`src/ncofp_pkg.sv`:
```
package ncofp_pkg;
  // Presets per down-converter and derived widths.
  localparam int          NUM_PRESETS      = 4;
  localparam int          PRESET_W         = 2;
  // Register map: frequency words, phase offsets, then control and status.
  localparam logic [11:0] FREQ_A_BASE      = 12'h000;
  localparam logic [11:0] FREQ_B_BASE      = 12'h010;
  localparam logic [11:0] PHASE_A_BASE     = 12'h020;
  localparam logic [11:0] PHASE_B_BASE     = 12'h030;
  localparam logic [11:0] CTRL_ADDR        = 12'h040;
  localparam logic [11:0] STATUS_ADDR      = 12'h044;
  localparam logic [11:0] ACC_A_ADDR       = 12'h048;
  localparam logic [11:0] ACC_B_ADDR       = 12'h04c;
  // Reset values.
  localparam logic [31:0] FREQ_RESET       = 32'hc0000000;
  localparam logic [15:0] PHASE_RESET      = 16'h0000;
  // Control field positions.
  localparam int          CTRL_SEL_A_LSB   = 0;
  localparam int          CTRL_SEL_B_LSB   = 2;
  localparam int          CTRL_ILA_BIT     = 4;
  localparam logic [31:0] CTRL_RESET       = 32'h00000010;
  // Status field positions.
  localparam int          STAT_NONDET_BIT  = 0;
  localparam int          STAT_LINK_BIT    = 1;
  // Link-state machine.
  typedef enum logic [2:0] {
    NCOFP_IDLE = 3'b001,
    NCOFP_RUN  = 3'b010,
    NCOFP_DIRTY = 3'b100
  } ncofp_link_e;
endpackage

```
`src/ncofp_mem.sv`:
```
`timescale 1ns/1ps
// Small word store for the presets; read data come out of a register.
module ncofp_mem
  import ncofp_pkg::*;
#(
  parameter int             DEPTH = 8,
  parameter int             AW    = 3,
  parameter int             W     = 32,
  parameter logic [31:0]    RST   = 32'h00000000
) (
  // Clock and reset.
  input  wire logic          pclk,
  input  wire logic          presetn,
  // Write port.
  input  wire logic          we,
  input  wire logic [AW-1:0] waddr,
  input  wire logic [W-1:0]  wdata,
  // Registered read port.
  input  wire logic [AW-1:0] raddr,
  output logic      [W-1:0]  rdata,
  // Full contents, for the datapath selectors.
  output logic      [W-1:0]  words [DEPTH]
);
  // Storage resets so that every preset has a defined power-up value.
  always_ff @(posedge pclk or negedge presetn) begin
    if (!presetn) begin
      for (int i = 0; i < DEPTH; i++) begin
        words[i] <= RST[W-1:0];
      end
    end else if (we) begin
      words[waddr] <= wdata;
    end
  end

  // Read data registered one cycle after the address.
  always_ff @(posedge pclk or negedge presetn) begin
    if (!presetn) begin
      rdata <= '0;
    end else begin
      rdata <= words[raddr];
    end
  end
endmodule

```
`src/ncofp_top.sv`:
```
// Operation
// 32-bit RW frequency word, resets 0xc0000000
// Frequency rewrite while link runs: phase nondeterministic
// Host reinitializes link for deterministic phase
// Words work signed or unsigned alike
// Phase offset placed in upper half, added
// 16-bit RW phase offset, resets zero
// Lane-align sync initializes phase at ILA LMFC
// Accumulator adds frequency each cycle, wraps 2^32
//
// Added by the designer: the placing of the registers and the APB interface to the registers.
`timescale 1ns/1ps
module ncofp_top
  import ncofp_pkg::*;
(
  // Clock and reset.
  input  wire logic        pclk,
  input  wire logic        presetn,
  // APB slave.
  input  wire logic        psel,
  input  wire logic        penable,
  input  wire logic        pwrite,
  input  wire logic [11:0] paddr,
  input  wire logic [31:0] pwdata,
  output logic      [31:0] prdata,
  output logic             pready,
  output logic             pslverr,
  // Link status from the serial interface.
  input  wire logic        link_running,
  input  wire logic        ila_lmfc_edge,
  // Oscillator phase outputs.
  output logic      [31:0] nco_phase_a,
  output logic      [31:0] nco_phase_b
);
  localparam int NW = 2 * NUM_PRESETS;

  // APB decode. Writes take effect in the access cycle; reads need one wait state.
  logic        acc_phase;
  logic        wr_en;
  logic        rd_wait_reg;
  logic [11:0] addr_word;
  logic        hit_freq;
  logic        hit_phase;
  logic        hit_ctrl;
  logic        hit_stat;
  logic        hit_acc;
  logic        hit_any;
  logic [2:0]  mem_idx;

  assign acc_phase = psel && penable;
  assign addr_word = {paddr[11:2], 2'b00};
  assign hit_freq  = (addr_word < PHASE_A_BASE);
  assign hit_phase = (addr_word >= PHASE_A_BASE) && (addr_word < CTRL_ADDR);
  assign hit_ctrl  = (addr_word == CTRL_ADDR);
  assign hit_stat  = (addr_word == STATUS_ADDR);
  assign hit_acc   = (addr_word == ACC_A_ADDR) || (addr_word == ACC_B_ADDR);
  assign hit_any   = hit_freq || hit_phase || hit_ctrl || hit_stat || hit_acc;
  assign mem_idx   = {paddr[4], paddr[3:2]};
  assign wr_en     = acc_phase && pwrite && hit_any && (paddr[1:0] == 2'b00);
  assign pready    = pwrite ? acc_phase : (acc_phase && rd_wait_reg);
  assign pslverr   = pready && !(hit_any && (paddr[1:0] == 2'b00));

  // Read wait flag: set in the first access cycle of a read, cleared on completion.
  always_ff @(posedge pclk or negedge presetn) begin
    if (!presetn) begin
      rd_wait_reg <= 1'b0;
    end else if (acc_phase && !pwrite && !rd_wait_reg) begin
      rd_wait_reg <= 1'b1;
    end else begin
      rd_wait_reg <= 1'b0;
    end
  end

  // Preset stores: A presets at indices 0..3, B presets at 4..7.
  logic [31:0] freq_words  [NW];
  logic [15:0] phase_words [NW];
  logic [31:0] freq_rdata;
  logic [15:0] phase_rdata;

  ncofp_mem #(.DEPTH(NW), .AW(3), .W(32), .RST(FREQ_RESET)) u_freq (
    .pclk    (pclk),
    .presetn (presetn),
    .we      (wr_en && hit_freq),
    .waddr   (mem_idx),
    .wdata   (pwdata),
    .raddr   (mem_idx),
    .rdata   (freq_rdata),
    .words   (freq_words)
  );

  ncofp_mem #(.DEPTH(NW), .AW(3), .W(16), .RST({16'h0000, PHASE_RESET})) u_phase (
    .pclk    (pclk),
    .presetn (presetn),
    .we      (wr_en && hit_phase),
    .waddr   (mem_idx),
    .wdata   (pwdata[15:0]),
    .raddr   (mem_idx),
    .rdata   (phase_rdata),
    .words   (phase_words)
  );

  // Control register: preset selects and the lane-align sync enable.
  logic [31:0] ctrl_reg;
  always_ff @(posedge pclk or negedge presetn) begin
    if (!presetn) begin
      ctrl_reg <= CTRL_RESET;
    end else if (wr_en && hit_ctrl) begin
      ctrl_reg <= {27'h0, pwdata[4:0]};
    end
  end

  logic [PRESET_W-1:0] sel_a;
  logic [PRESET_W-1:0] sel_b;
  logic                osc_init_on_lane_align;
  assign sel_a = ctrl_reg[CTRL_SEL_A_LSB +: PRESET_W];
  assign sel_b = ctrl_reg[CTRL_SEL_B_LSB +: PRESET_W];
  assign osc_init_on_lane_align = ctrl_reg[CTRL_ILA_BIT];

  // Link inputs come from another domain and pass two flip-flops.
  logic [1:0] run_sync;
  logic [1:0] ila_sync;
  logic       ila_prev;
  always_ff @(posedge pclk or negedge presetn) begin
    if (!presetn) begin
      run_sync <= 2'b00;
      ila_sync <= 2'b00;
      ila_prev <= 1'b0;
    end else begin
      run_sync <= {run_sync[0], link_running};
      ila_sync <= {ila_sync[0], ila_lmfc_edge};
      ila_prev <= ila_sync[1];
    end
  end

  logic link_up;
  logic ila_rise;
  assign link_up  = run_sync[1];
  assign ila_rise = ila_sync[1] && !ila_prev;

  // Link-state tracking: a frequency write while running leaves the phase unknown
  // until a lane-align init restarts it or the link drops.
  ncofp_link_e link_state;
  logic        freq_write;
  logic        phase_init;
  assign freq_write = wr_en && hit_freq;
  assign phase_init = ila_rise && osc_init_on_lane_align;

  always_ff @(posedge pclk or negedge presetn) begin
    if (!presetn) begin
      link_state <= NCOFP_IDLE;
    end else begin
      case (link_state)
        NCOFP_IDLE: begin
          // A write that lands as the link comes up already counts as a rewrite.
          if (link_up && freq_write) begin
            link_state <= NCOFP_DIRTY;
          end else if (link_up) begin
            link_state <= NCOFP_RUN;
          end
        end
        NCOFP_RUN: begin
          if (!link_up) begin
            link_state <= NCOFP_IDLE;
          end else if (freq_write) begin
            link_state <= NCOFP_DIRTY;
          end
        end
        NCOFP_DIRTY: begin
          // A rewrite in the init cycle wins: its word arrives after the init.
          if (phase_init && !freq_write) begin
            link_state <= NCOFP_RUN;
          end else if (!link_up) begin
            link_state <= NCOFP_IDLE;
          end
        end
        default: begin
          link_state <= NCOFP_IDLE;
        end
      endcase
    end
  end

  // Accumulators: plain modulo-2^32 sums serve signed and unsigned words alike.
  logic [31:0] acc_a_reg;
  logic [31:0] acc_b_reg;
  always_ff @(posedge pclk or negedge presetn) begin
    if (!presetn) begin
      acc_a_reg <= 32'h00000000;
      acc_b_reg <= 32'h00000000;
    end else if (phase_init) begin
      acc_a_reg <= 32'h00000000;
      acc_b_reg <= 32'h00000000;
    end else begin
      acc_a_reg <= acc_a_reg + freq_words[{1'b0, sel_a}];
      acc_b_reg <= acc_b_reg + freq_words[{1'b1, sel_b}];
    end
  end

  // Offset is MSB-justified and added after the accumulator.
  function automatic logic [31:0] justify(input logic [15:0] ph);
    justify = {ph, 16'h0000};
  endfunction

  // Output phases are registered so the datapath sees clean data.
  always_ff @(posedge pclk or negedge presetn) begin
    if (!presetn) begin
      nco_phase_a <= 32'h00000000;
      nco_phase_b <= 32'h00000000;
    end else begin
      nco_phase_a <= acc_a_reg + justify(phase_words[{1'b0, sel_a}]);
      nco_phase_b <= acc_b_reg + justify(phase_words[{1'b1, sel_b}]);
    end
  end

  // Read mux, captured at the end of the first access cycle, when the store's
  // registered data is ready, so that prdata already stands while pready is high.
  logic [31:0] rd_mux;
  always_comb begin
    rd_mux = 32'h00000000;
    if (hit_freq) begin
      rd_mux = freq_rdata;
    end else if (hit_phase) begin
      rd_mux = {16'h0000, phase_rdata};
    end else if (hit_ctrl) begin
      rd_mux = ctrl_reg;
    end else if (hit_stat) begin
      rd_mux = {30'h0, link_up, link_state == NCOFP_DIRTY};
    end else if (addr_word == ACC_A_ADDR) begin
      rd_mux = acc_a_reg;
    end else if (addr_word == ACC_B_ADDR) begin
      rd_mux = acc_b_reg;
    end
  end

  always_ff @(posedge pclk or negedge presetn) begin
    if (!presetn) begin
      prdata <= 32'h00000000;
    end else if (acc_phase && !pwrite && !rd_wait_reg) begin
      prdata <= rd_mux;
    end
  end
endmodule

```
`config.mk`:
```
export PLATFORM = sky130hd
export DESIGN_NAME = ncofp_top
export DESIGN_NICKNAME = d
export VERILOG_FILES = /design/src/ncofp_pkg.sv /design/src/ncofp_mem.sv /design/src/ncofp_top.sv
export SDC_FILE = /design/constraint.sdc
export NUM_CORES = 1
export LEC_CHECK = 0
export ABC_CLOCK_PERIOD_IN_PS = 3900
export BUFFER_PORTS_ARGS = -buffer_cell sky130_fd_sc_hd__buf_4
export CORE_MARGIN = 4
export CORE_UTILIZATION = 45
export DETAILED_ROUTE_END_ITERATION = 6
export PLACE_DENSITY_LB_ADDON = 0.12
export SYNTH_ARGS = -nofsm -noshare
export SYNTH_HDL_FRONTEND = slang
export SYNTH_SLANG_ARGS = --single-unit
```
`constraint.sdc`:
```
create_clock -name pclk -period 3.9 [get_ports pclk]
set_input_delay 0.39 -clock pclk [delete_from_list [all_inputs] [get_ports pclk]]
set_output_delay 0.39 -clock pclk [all_outputs]
set_load 0.01 [all_outputs]
```
==> results.md, run 1 <==
* Status: finished, final reports clean
* Setup_tns at 0 ns
* Pins Over Slew Limit at 0
* Slew headroom at 31.7%
* Chip Height at 271 um
* Max Fclk at roughly 270 MHz
* CP Cell Sequence: buf_6 -> mux4_2 -> ha_1 -> o21ai_0 -> o21ai_0 -> a21oi_2 -> buf_4 -> o21ai_1 -> o211ai_1 -> a211o_1 -> nand2_1
* Final Critical Period at 3.70 ns
* Cell depth of the worst setup path at 11
* WL per Instance at 28.2 um
* Final core occ at 52.6%
* Design Area, Final at ~36000 um2
* Post-route ant nets at 0
* Mapped Area at 31200 um2
* First-pass GRT wire length at 143 mm
* Layout cell share with drive strength beyond 1 at 40.6%
* Gr usage total at between 20% and 30%
* Max reg flops at 256
* Slowest CP cell: mux4_2
* Placed cell area at between 30000 and 40000 um2
* CP Buf/Inv Count at 2
* Ys Warns at 0
* Pin count of the biggest net entering global routing at 103
* Non-Filler Instances at 3418
* Grt total ovfl at 0
* Synth area leaders: dfrtp_1 (47%), mux2_2 (15%), mux4_2 (14%)
* CTS tree: built
* Initial Util at 45.5%
* Worst path max stage delay at 0.55 ns
* Post-synth top area share at 47.1%
* Vias at 20.8k
* Max-Cap Viols at 0
* Post-CTS Setup Inserts at 0
* Synth Flop Type: dfrtp_1
* Hold depth at 2
* Latest clock arrival within the worst-skew pair at approximately 0.6 ns
* Dpl hpwl at 67.1 mm
* Clock-pin slew on the worst setup and hold paths at about 0.060 ns
* Unrepaired setup endpoints after global routing: false
* Total CTS buffers at 68
* Setup slack at placement at -0.124 ns
* Largest Register: u_freq.words
* Vias per std cell at around 6.1
* Commonest cells in the netlist: dfrtp_1 (588), mux2_2 (404), mux4_2 (194)
* Asr flop ratio synth at 100%
* # nets final at between 2k and 3k
* Num ports at 149
* Crit end category: flop
* Yosys reg bits at 606
* Post-Place Cells at 3295
* Die area at about 74000 um2
* Final Hold Fails at 0
* Setup-failing EPs final at 0
* RR Startpoint: ctrl_reg[2]$_DFFE_PN0P_
* Num rows at 96
* Crit path max-delay family: compound AO/OA/AOI/OAI gates
* Setup slack after layout at 0.203 ns
* Worst Hold Path EP: u_freq.words[212]$_DFFE_PN0P_
* H-tree Lvls at 3
* Syn nets at 2425
* Final period utilization at a little over nine tenths
* Syn Area/Cell at roughly 14 um2
* Leakage at between 15 and 20 nW
* Worst Path Required at 4.43 ns
* Top Registers: u_freq.words: 256 flops, u_phase.words: 128 flops
* Worst Setup SP: ctrl_reg[2]$_DFFE_PN0P_
* Layout fillers at between 5k and 6k
* Hold wc startpoint: pwdata[20]
* Most frequent cell after synthesis: dfrtp_1
* Port Buffers at 148
* Unique masters post-synth at just over 70
* Startpoint Class: flop
* Die W at roughly 270 um
* Core footprint at 68700 um2
* Mapped Cells at about 2.3k
* Power Dens Cells at roughly 380 nW/um2
* # DRC at 0
* Vias in the first global route at 21.3k
* Root Driver: clkbuf_16
* Largest buffer count on any clock path at 3
* EDFF count, synth at 0
* Tightest Pin Transition at 1.02 ns
* Worst-path fanout max at 12
* Layout area overhead at 15.8%
* Most frequent CP cell: o21ai_0
* Crit Path Class: flop to flop
* Seq/Total Area, Yosys at 48.6%
* Pre-Repair DR Iteration Count at 5
* Leading area contributor after synthesis: dfrtp_1
* CTS sink cnt at 606
* Initial detailed-routing violation count at 1633
* Worst EP arrival at 4.23 ns
* Reg2Reg Setup Slack at 0.20 ns
* Routed Wire Length at 96.4 mm
* Setup Skew at 0.0134 ns
* Initial antenna violation count at 6
* Reg2reg path depth at 11
* Global placement routability congestion at 0.933
* IR drop worst, VDD at 271 uV
* Worst R2R End: acc_b_reg[28]$_DFF_PN0_
* Hold Path Class: primary input to flop
==> kinds of logic (layout without fill, tap and decap cells) <==
kind of cell    count (synthesis)  in the layout  share of synthesized area (%)
fa+ha+maj                      96             96                           3.94
flops                         606            606                           48.6
buf+inv                       176            384                           2.44
xor+xnor                       67             67                           1.88
mux                           643            643                           30.5
compound gates                355            355                           7.39
simple gates                  335            335                           5.22
other cells                     0              1                              0
==> cell type report <==
cell class,instances,area [um2],area share [%]
timing repair buffer,225,1970,5.46
sequential,606,15200,42.0
clock inverter,15,205,0.568
tap,931,1160,3.22
multi-input combinational,1496,15300,42.4
clock buffer,104,2110,5.85
antenna,1,2.50,0.00692
inverter,40,150,0.415
==> how the worst max path moves through the flow <==
stage	to	slack, ns
global route	acc_a_reg[25]$_DFF_PN0_	0.008
detailed placement	acc_b_reg[30]$_DFF_PN0_	-0.12
finish	acc_b_reg[28]$_DFF_PN0_	0.20
global placement	acc_b_reg[30]$_DFF_PN0_	-0.11
CTS	acc_b_reg[28]$_DFF_PN0_	0.004
floorplan	acc_a_reg[23]$_DFF_PN0_	0.14
==> where the power goes <==
group | switching [mW] | internal (mW)
logic | 0.458 | 0.245
registers | 0.0882 | 6.37
clock network | 2.61 | 4.05
==> stage by stage <==
| stage | hold WS [ns] | total power [mW] |
|---|---|---|
| finish | 0.101 | 13.8 |
| global route | 0.0840 | 14.3 |
| CTS | 0.0631 | 14.0 |
| detailed placement | 0.343 | 7.29 |
| global placement | 0.343 | 7.27 |
| floorplan | 0.0944 | 6.84 |
==> per-layer routing <==
layer	vias up	track usage, %	wire length (um)
met1	10900	37.0	41900
met2	711	40.1	43900
met5	-	0	15
met3	175	5.72	6890
met4	4	9.70	3680
li1	8945	-	-
==> worst register-to-register path: cells and delay by family, from the launching register on <==
kind	cells	cell delay [ns]
compound gates	6	1.69
mux	1	0.56
flops	1	0.51
buf+inv	2	0.44
fa+ha+maj	1	0.39
simple gates	1	0.05
==> what timing repair did <==
item,in CTS,in global routing
resized for setup,1,4
hold buffers,3,0
endpoints found under the hold margin,96,0
pin swaps,0,0
setup endpoints to repair,6,6
==> placed cells by master, fill, tap and decap left out, drive strengths merged, types with 6 or more instances in the layout <==
cell type	count
o21a	17
a222oi	6
dfrtp	588
a22oi	14
a31oi	26
nand2	91
mux2	437
buf	222
nor2	107
mux2i	12
o21bai	9
and2	10
clkbuf	104
nand3	25
o211ai	10
a21oi	80
inv	40
nor3	30
nor2b	8
xor2	30
a22o	11
o22ai	15
mux4	194
o221ai	7
a211o	9
xnor2	37
o21ai	73
ha	92
nand2b	22
nand4	8
a211oi	20
clkinv	8
dfstp	18
a21o	35
Note: power is estimated with default switching activity, not from simulation.
==> run 2, diff against run 1 <==
Settings changed: CTS_BUF_LIST set to sky130_fd_sc_hd__clkbuf_16.
==> run 2 against run 1 <==
Setup slack lost 0.014 ns; final area shrank 0.48%; sequential power about the same; register-to-register slack is essentially flat; first-iteration DRC count increased by 4.2%; die area stayed put; sequential share of layout area up 0.20 points; critical endpoint unchanged; largest power group is now sequential cells; highest routed layer unchanged.
==> results.md, run 2 (synthesis gave the netlist of run 1 again) <==
* Status: finished, final reports clean
* Initial Util at 45.5% (unchanged)
* Worst Path Required at 4.43 ns (about the same)
* CTS tree: built
* Num ports at 149 (unchanged)
* Final Hold Fails at 0 (unchanged)
* Gr usage total at 26.1% (-0.029 points)
* Initial antenna violation count at 6 (unchanged)
* Dpl hpwl at 67.1 mm (unchanged)
* Top Registers: u_freq.words: 256 flops, u_phase.words: 128 flops
* Latest clock arrival within the worst-skew pair at 0.60 ns (about the same)
* Unrepaired setup endpoints after global routing: false
* Most common cell after layout, fill and taps aside: dfrtp_1
* Final Critical Period at 3.71 ns (+0.0145 ns)
* Commonest non-fill, non-tap cells in the layout: dfrtp_1 (584), mux2_2 (404), buf_4 (198)
* Tightest Pin Transition at 1.01 ns (-0.0133 ns)
* Startpoint Class: flop
* Reg2reg path depth at 11 (unchanged)
* Total CTS buffers at 68 (unchanged)
* Max-Cap Viols at 0 (unchanged)
* Global placement routability congestion at 0.933 (unchanged)
* Pins Over Slew Limit at 0 (unchanged)
* Power Dens Cells at 374 nW/um2 (-2.3%)
* Die W at 271 um (unchanged)
* Max reg flops at 256 (unchanged)
* Pwr Total at 13.4 mW (-2.8%)
* Port Buffers at 148 (unchanged)
* WL per Instance at 28.2 um (about the same)
* Pre-Repair DR Iteration Count at 5 (unchanged)
* Crit end category: flop
* CTS sink cnt at 606 (unchanged)
* Chip Height at 271 um (unchanged)
* Leakage at 17.4 nW (-0.22%)
* Hold Path Class: primary input to flop
* Post-route ant nets at 0 (unchanged)
* Root Driver: clkbuf_16
* Worst hold slack at 0.102 ns (+0.000974 ns)
* Vias at 20.8k (+0.13%)
* Core footprint at 68700 um2 (unchanged)
* Layout area overhead at 15.2%
* Hold depth at 2 (unchanged)
* Clock-pin slew on the worst setup and hold paths at 0.06 ns (about the same)
* # nets final at 2584 (unchanged)
* Layout cell share with drive strength beyond 1 at 39.9% (-0.68 points)
* Crit Path Class: flop to flop
* Post-Place Cells at 3295 (unchanged)
* Vias per std cell at 6.08 (+0.16%)
* Die area at 73700 um2 (unchanged)
* Setup slack at placement at -0.124 ns (unchanged)
* Num rows at 96 (unchanged)
* Worst-path fanout max at 12 (unchanged)
* Setup slack after layout at 0.189 ns (-0.0145 ns)
* Final period utilization at 95.2% (+0.37 points)
* Largest Register: u_freq.words
* Worst EP arrival at 4.24 ns (about the same)
* Routed Wire Length at 96.4 mm (about the same)
* Max Fclk at 269 MHz (-0.39%)
* Initial detailed-routing violation count at 1701 (+4.2%)
* Setup-failing EPs final at 0 (unchanged)
* Vias in the first global route at 21.3k (-0.061%)
* IR drop worst, VDD at 271 uV (about the same)
* Pin count of the biggest net entering global routing at 103 (unchanged)
* First-pass GRT wire length at 143 mm (about the same)
* Largest buffer count on any clock path at 3 (unchanged)
* ANT cells at 0 (-1)
* H-tree Lvls at 3 (unchanged)
* # DRC at 0 (unchanged)
* Non-Filler Instances at 3417 (-0.029%)
* Reg2Reg Setup Slack at 0.19 ns (about the same)
* Grt total ovfl at 0 (unchanged)
* Slew headroom at 32.5% (+0.89 points)
* Setup Skew at 0.0152 ns (+0.00178 ns)
## run 2: where the power goes
part	switching (mW)	internal [mW]
registers	0.0880	6.37
logic	0.458	0.245
clock network	2.59	3.68
total	3.14	10.3
## run 2: timing repair
| item | in CTS | in global routing |
|---|---|---|
| endpoints found under the setup margin | 6 | 6 |
| hold buffers | 3 | 0 |
| resized for setup | 1 | 4 |
| pin swaps | 0 | 0 |
| hold endpoints to repair | 96 | 0 |
| setup buffers | 0 | 0 |
## run 2: final timing paths
check                                              from                           end
worst max-delay path            ctrl_reg[2]$_DFFE_PN0P_       acc_b_reg[28]$_DFF_PN0_
worst min-delay path                         pwdata[24]  u_freq.words[88]$_DFFE_PN0P_
worst max register to register  ctrl_reg[2]$_DFFE_PN0P_       acc_b_reg[28]$_DFF_PN0_
worst min register to register    run_sync[0]$_DFF_PN0_         run_sync[1]$_DFF_PN0_
max in group asynchronous                       presetn  u_freq.words[88]$_DFFE_PN0P_
min in group asynchronous                       presetn    u_freq.rdata[10]$_DFF_PN0_
## run 2: through the flow
step / utilization, % / area, um2 / setup TNS, ns
floorplan: - / 31200 / 0
global placement: 49.2 / 33800 / -0.426
detailed placement: 49.2 / 33800 / -0.502
CTS: 52.3 / 36000 / 0
global route: 52.4 / 36000 / 0
finish: 52.4 / 36000 / 0
## run 2: worst max-delay path, stage by stage, from the launching register on
cell	delay, ns
dfrtp_4	0.51
buf_6	0.25
mux4_2	0.55
ha_1	0.40
o21ai_0	0.27
o21ai_0	0.40
a21oi_2	0.16
buf_4	0.19
o21ai_1	0.37
o211ai_1	0.17
a211o_1	0.31
nand2_1	0.05
## run 2: layout make-up
| class | count | area, um2 |
|---|---|---|
| flip-flops and latches | 606 | 15200 |
| repair buffers | 225 | 1970 |
| multi-input cells | 1496 | 15300 |
| inverters | 40 | 150 |
| clock inverters | 46 | 322 |
| clock buffers | 73 | 1830 |
| fillers | 5881 | 32700 |
| well taps | 931 | 1160 |
## run 2: layer usage
metal  track usage [%]  wire length (um)
met1              36.9             41900
met2              40.1             43800
met3              5.76              7020
met4              9.54              3700
met5                 0                15
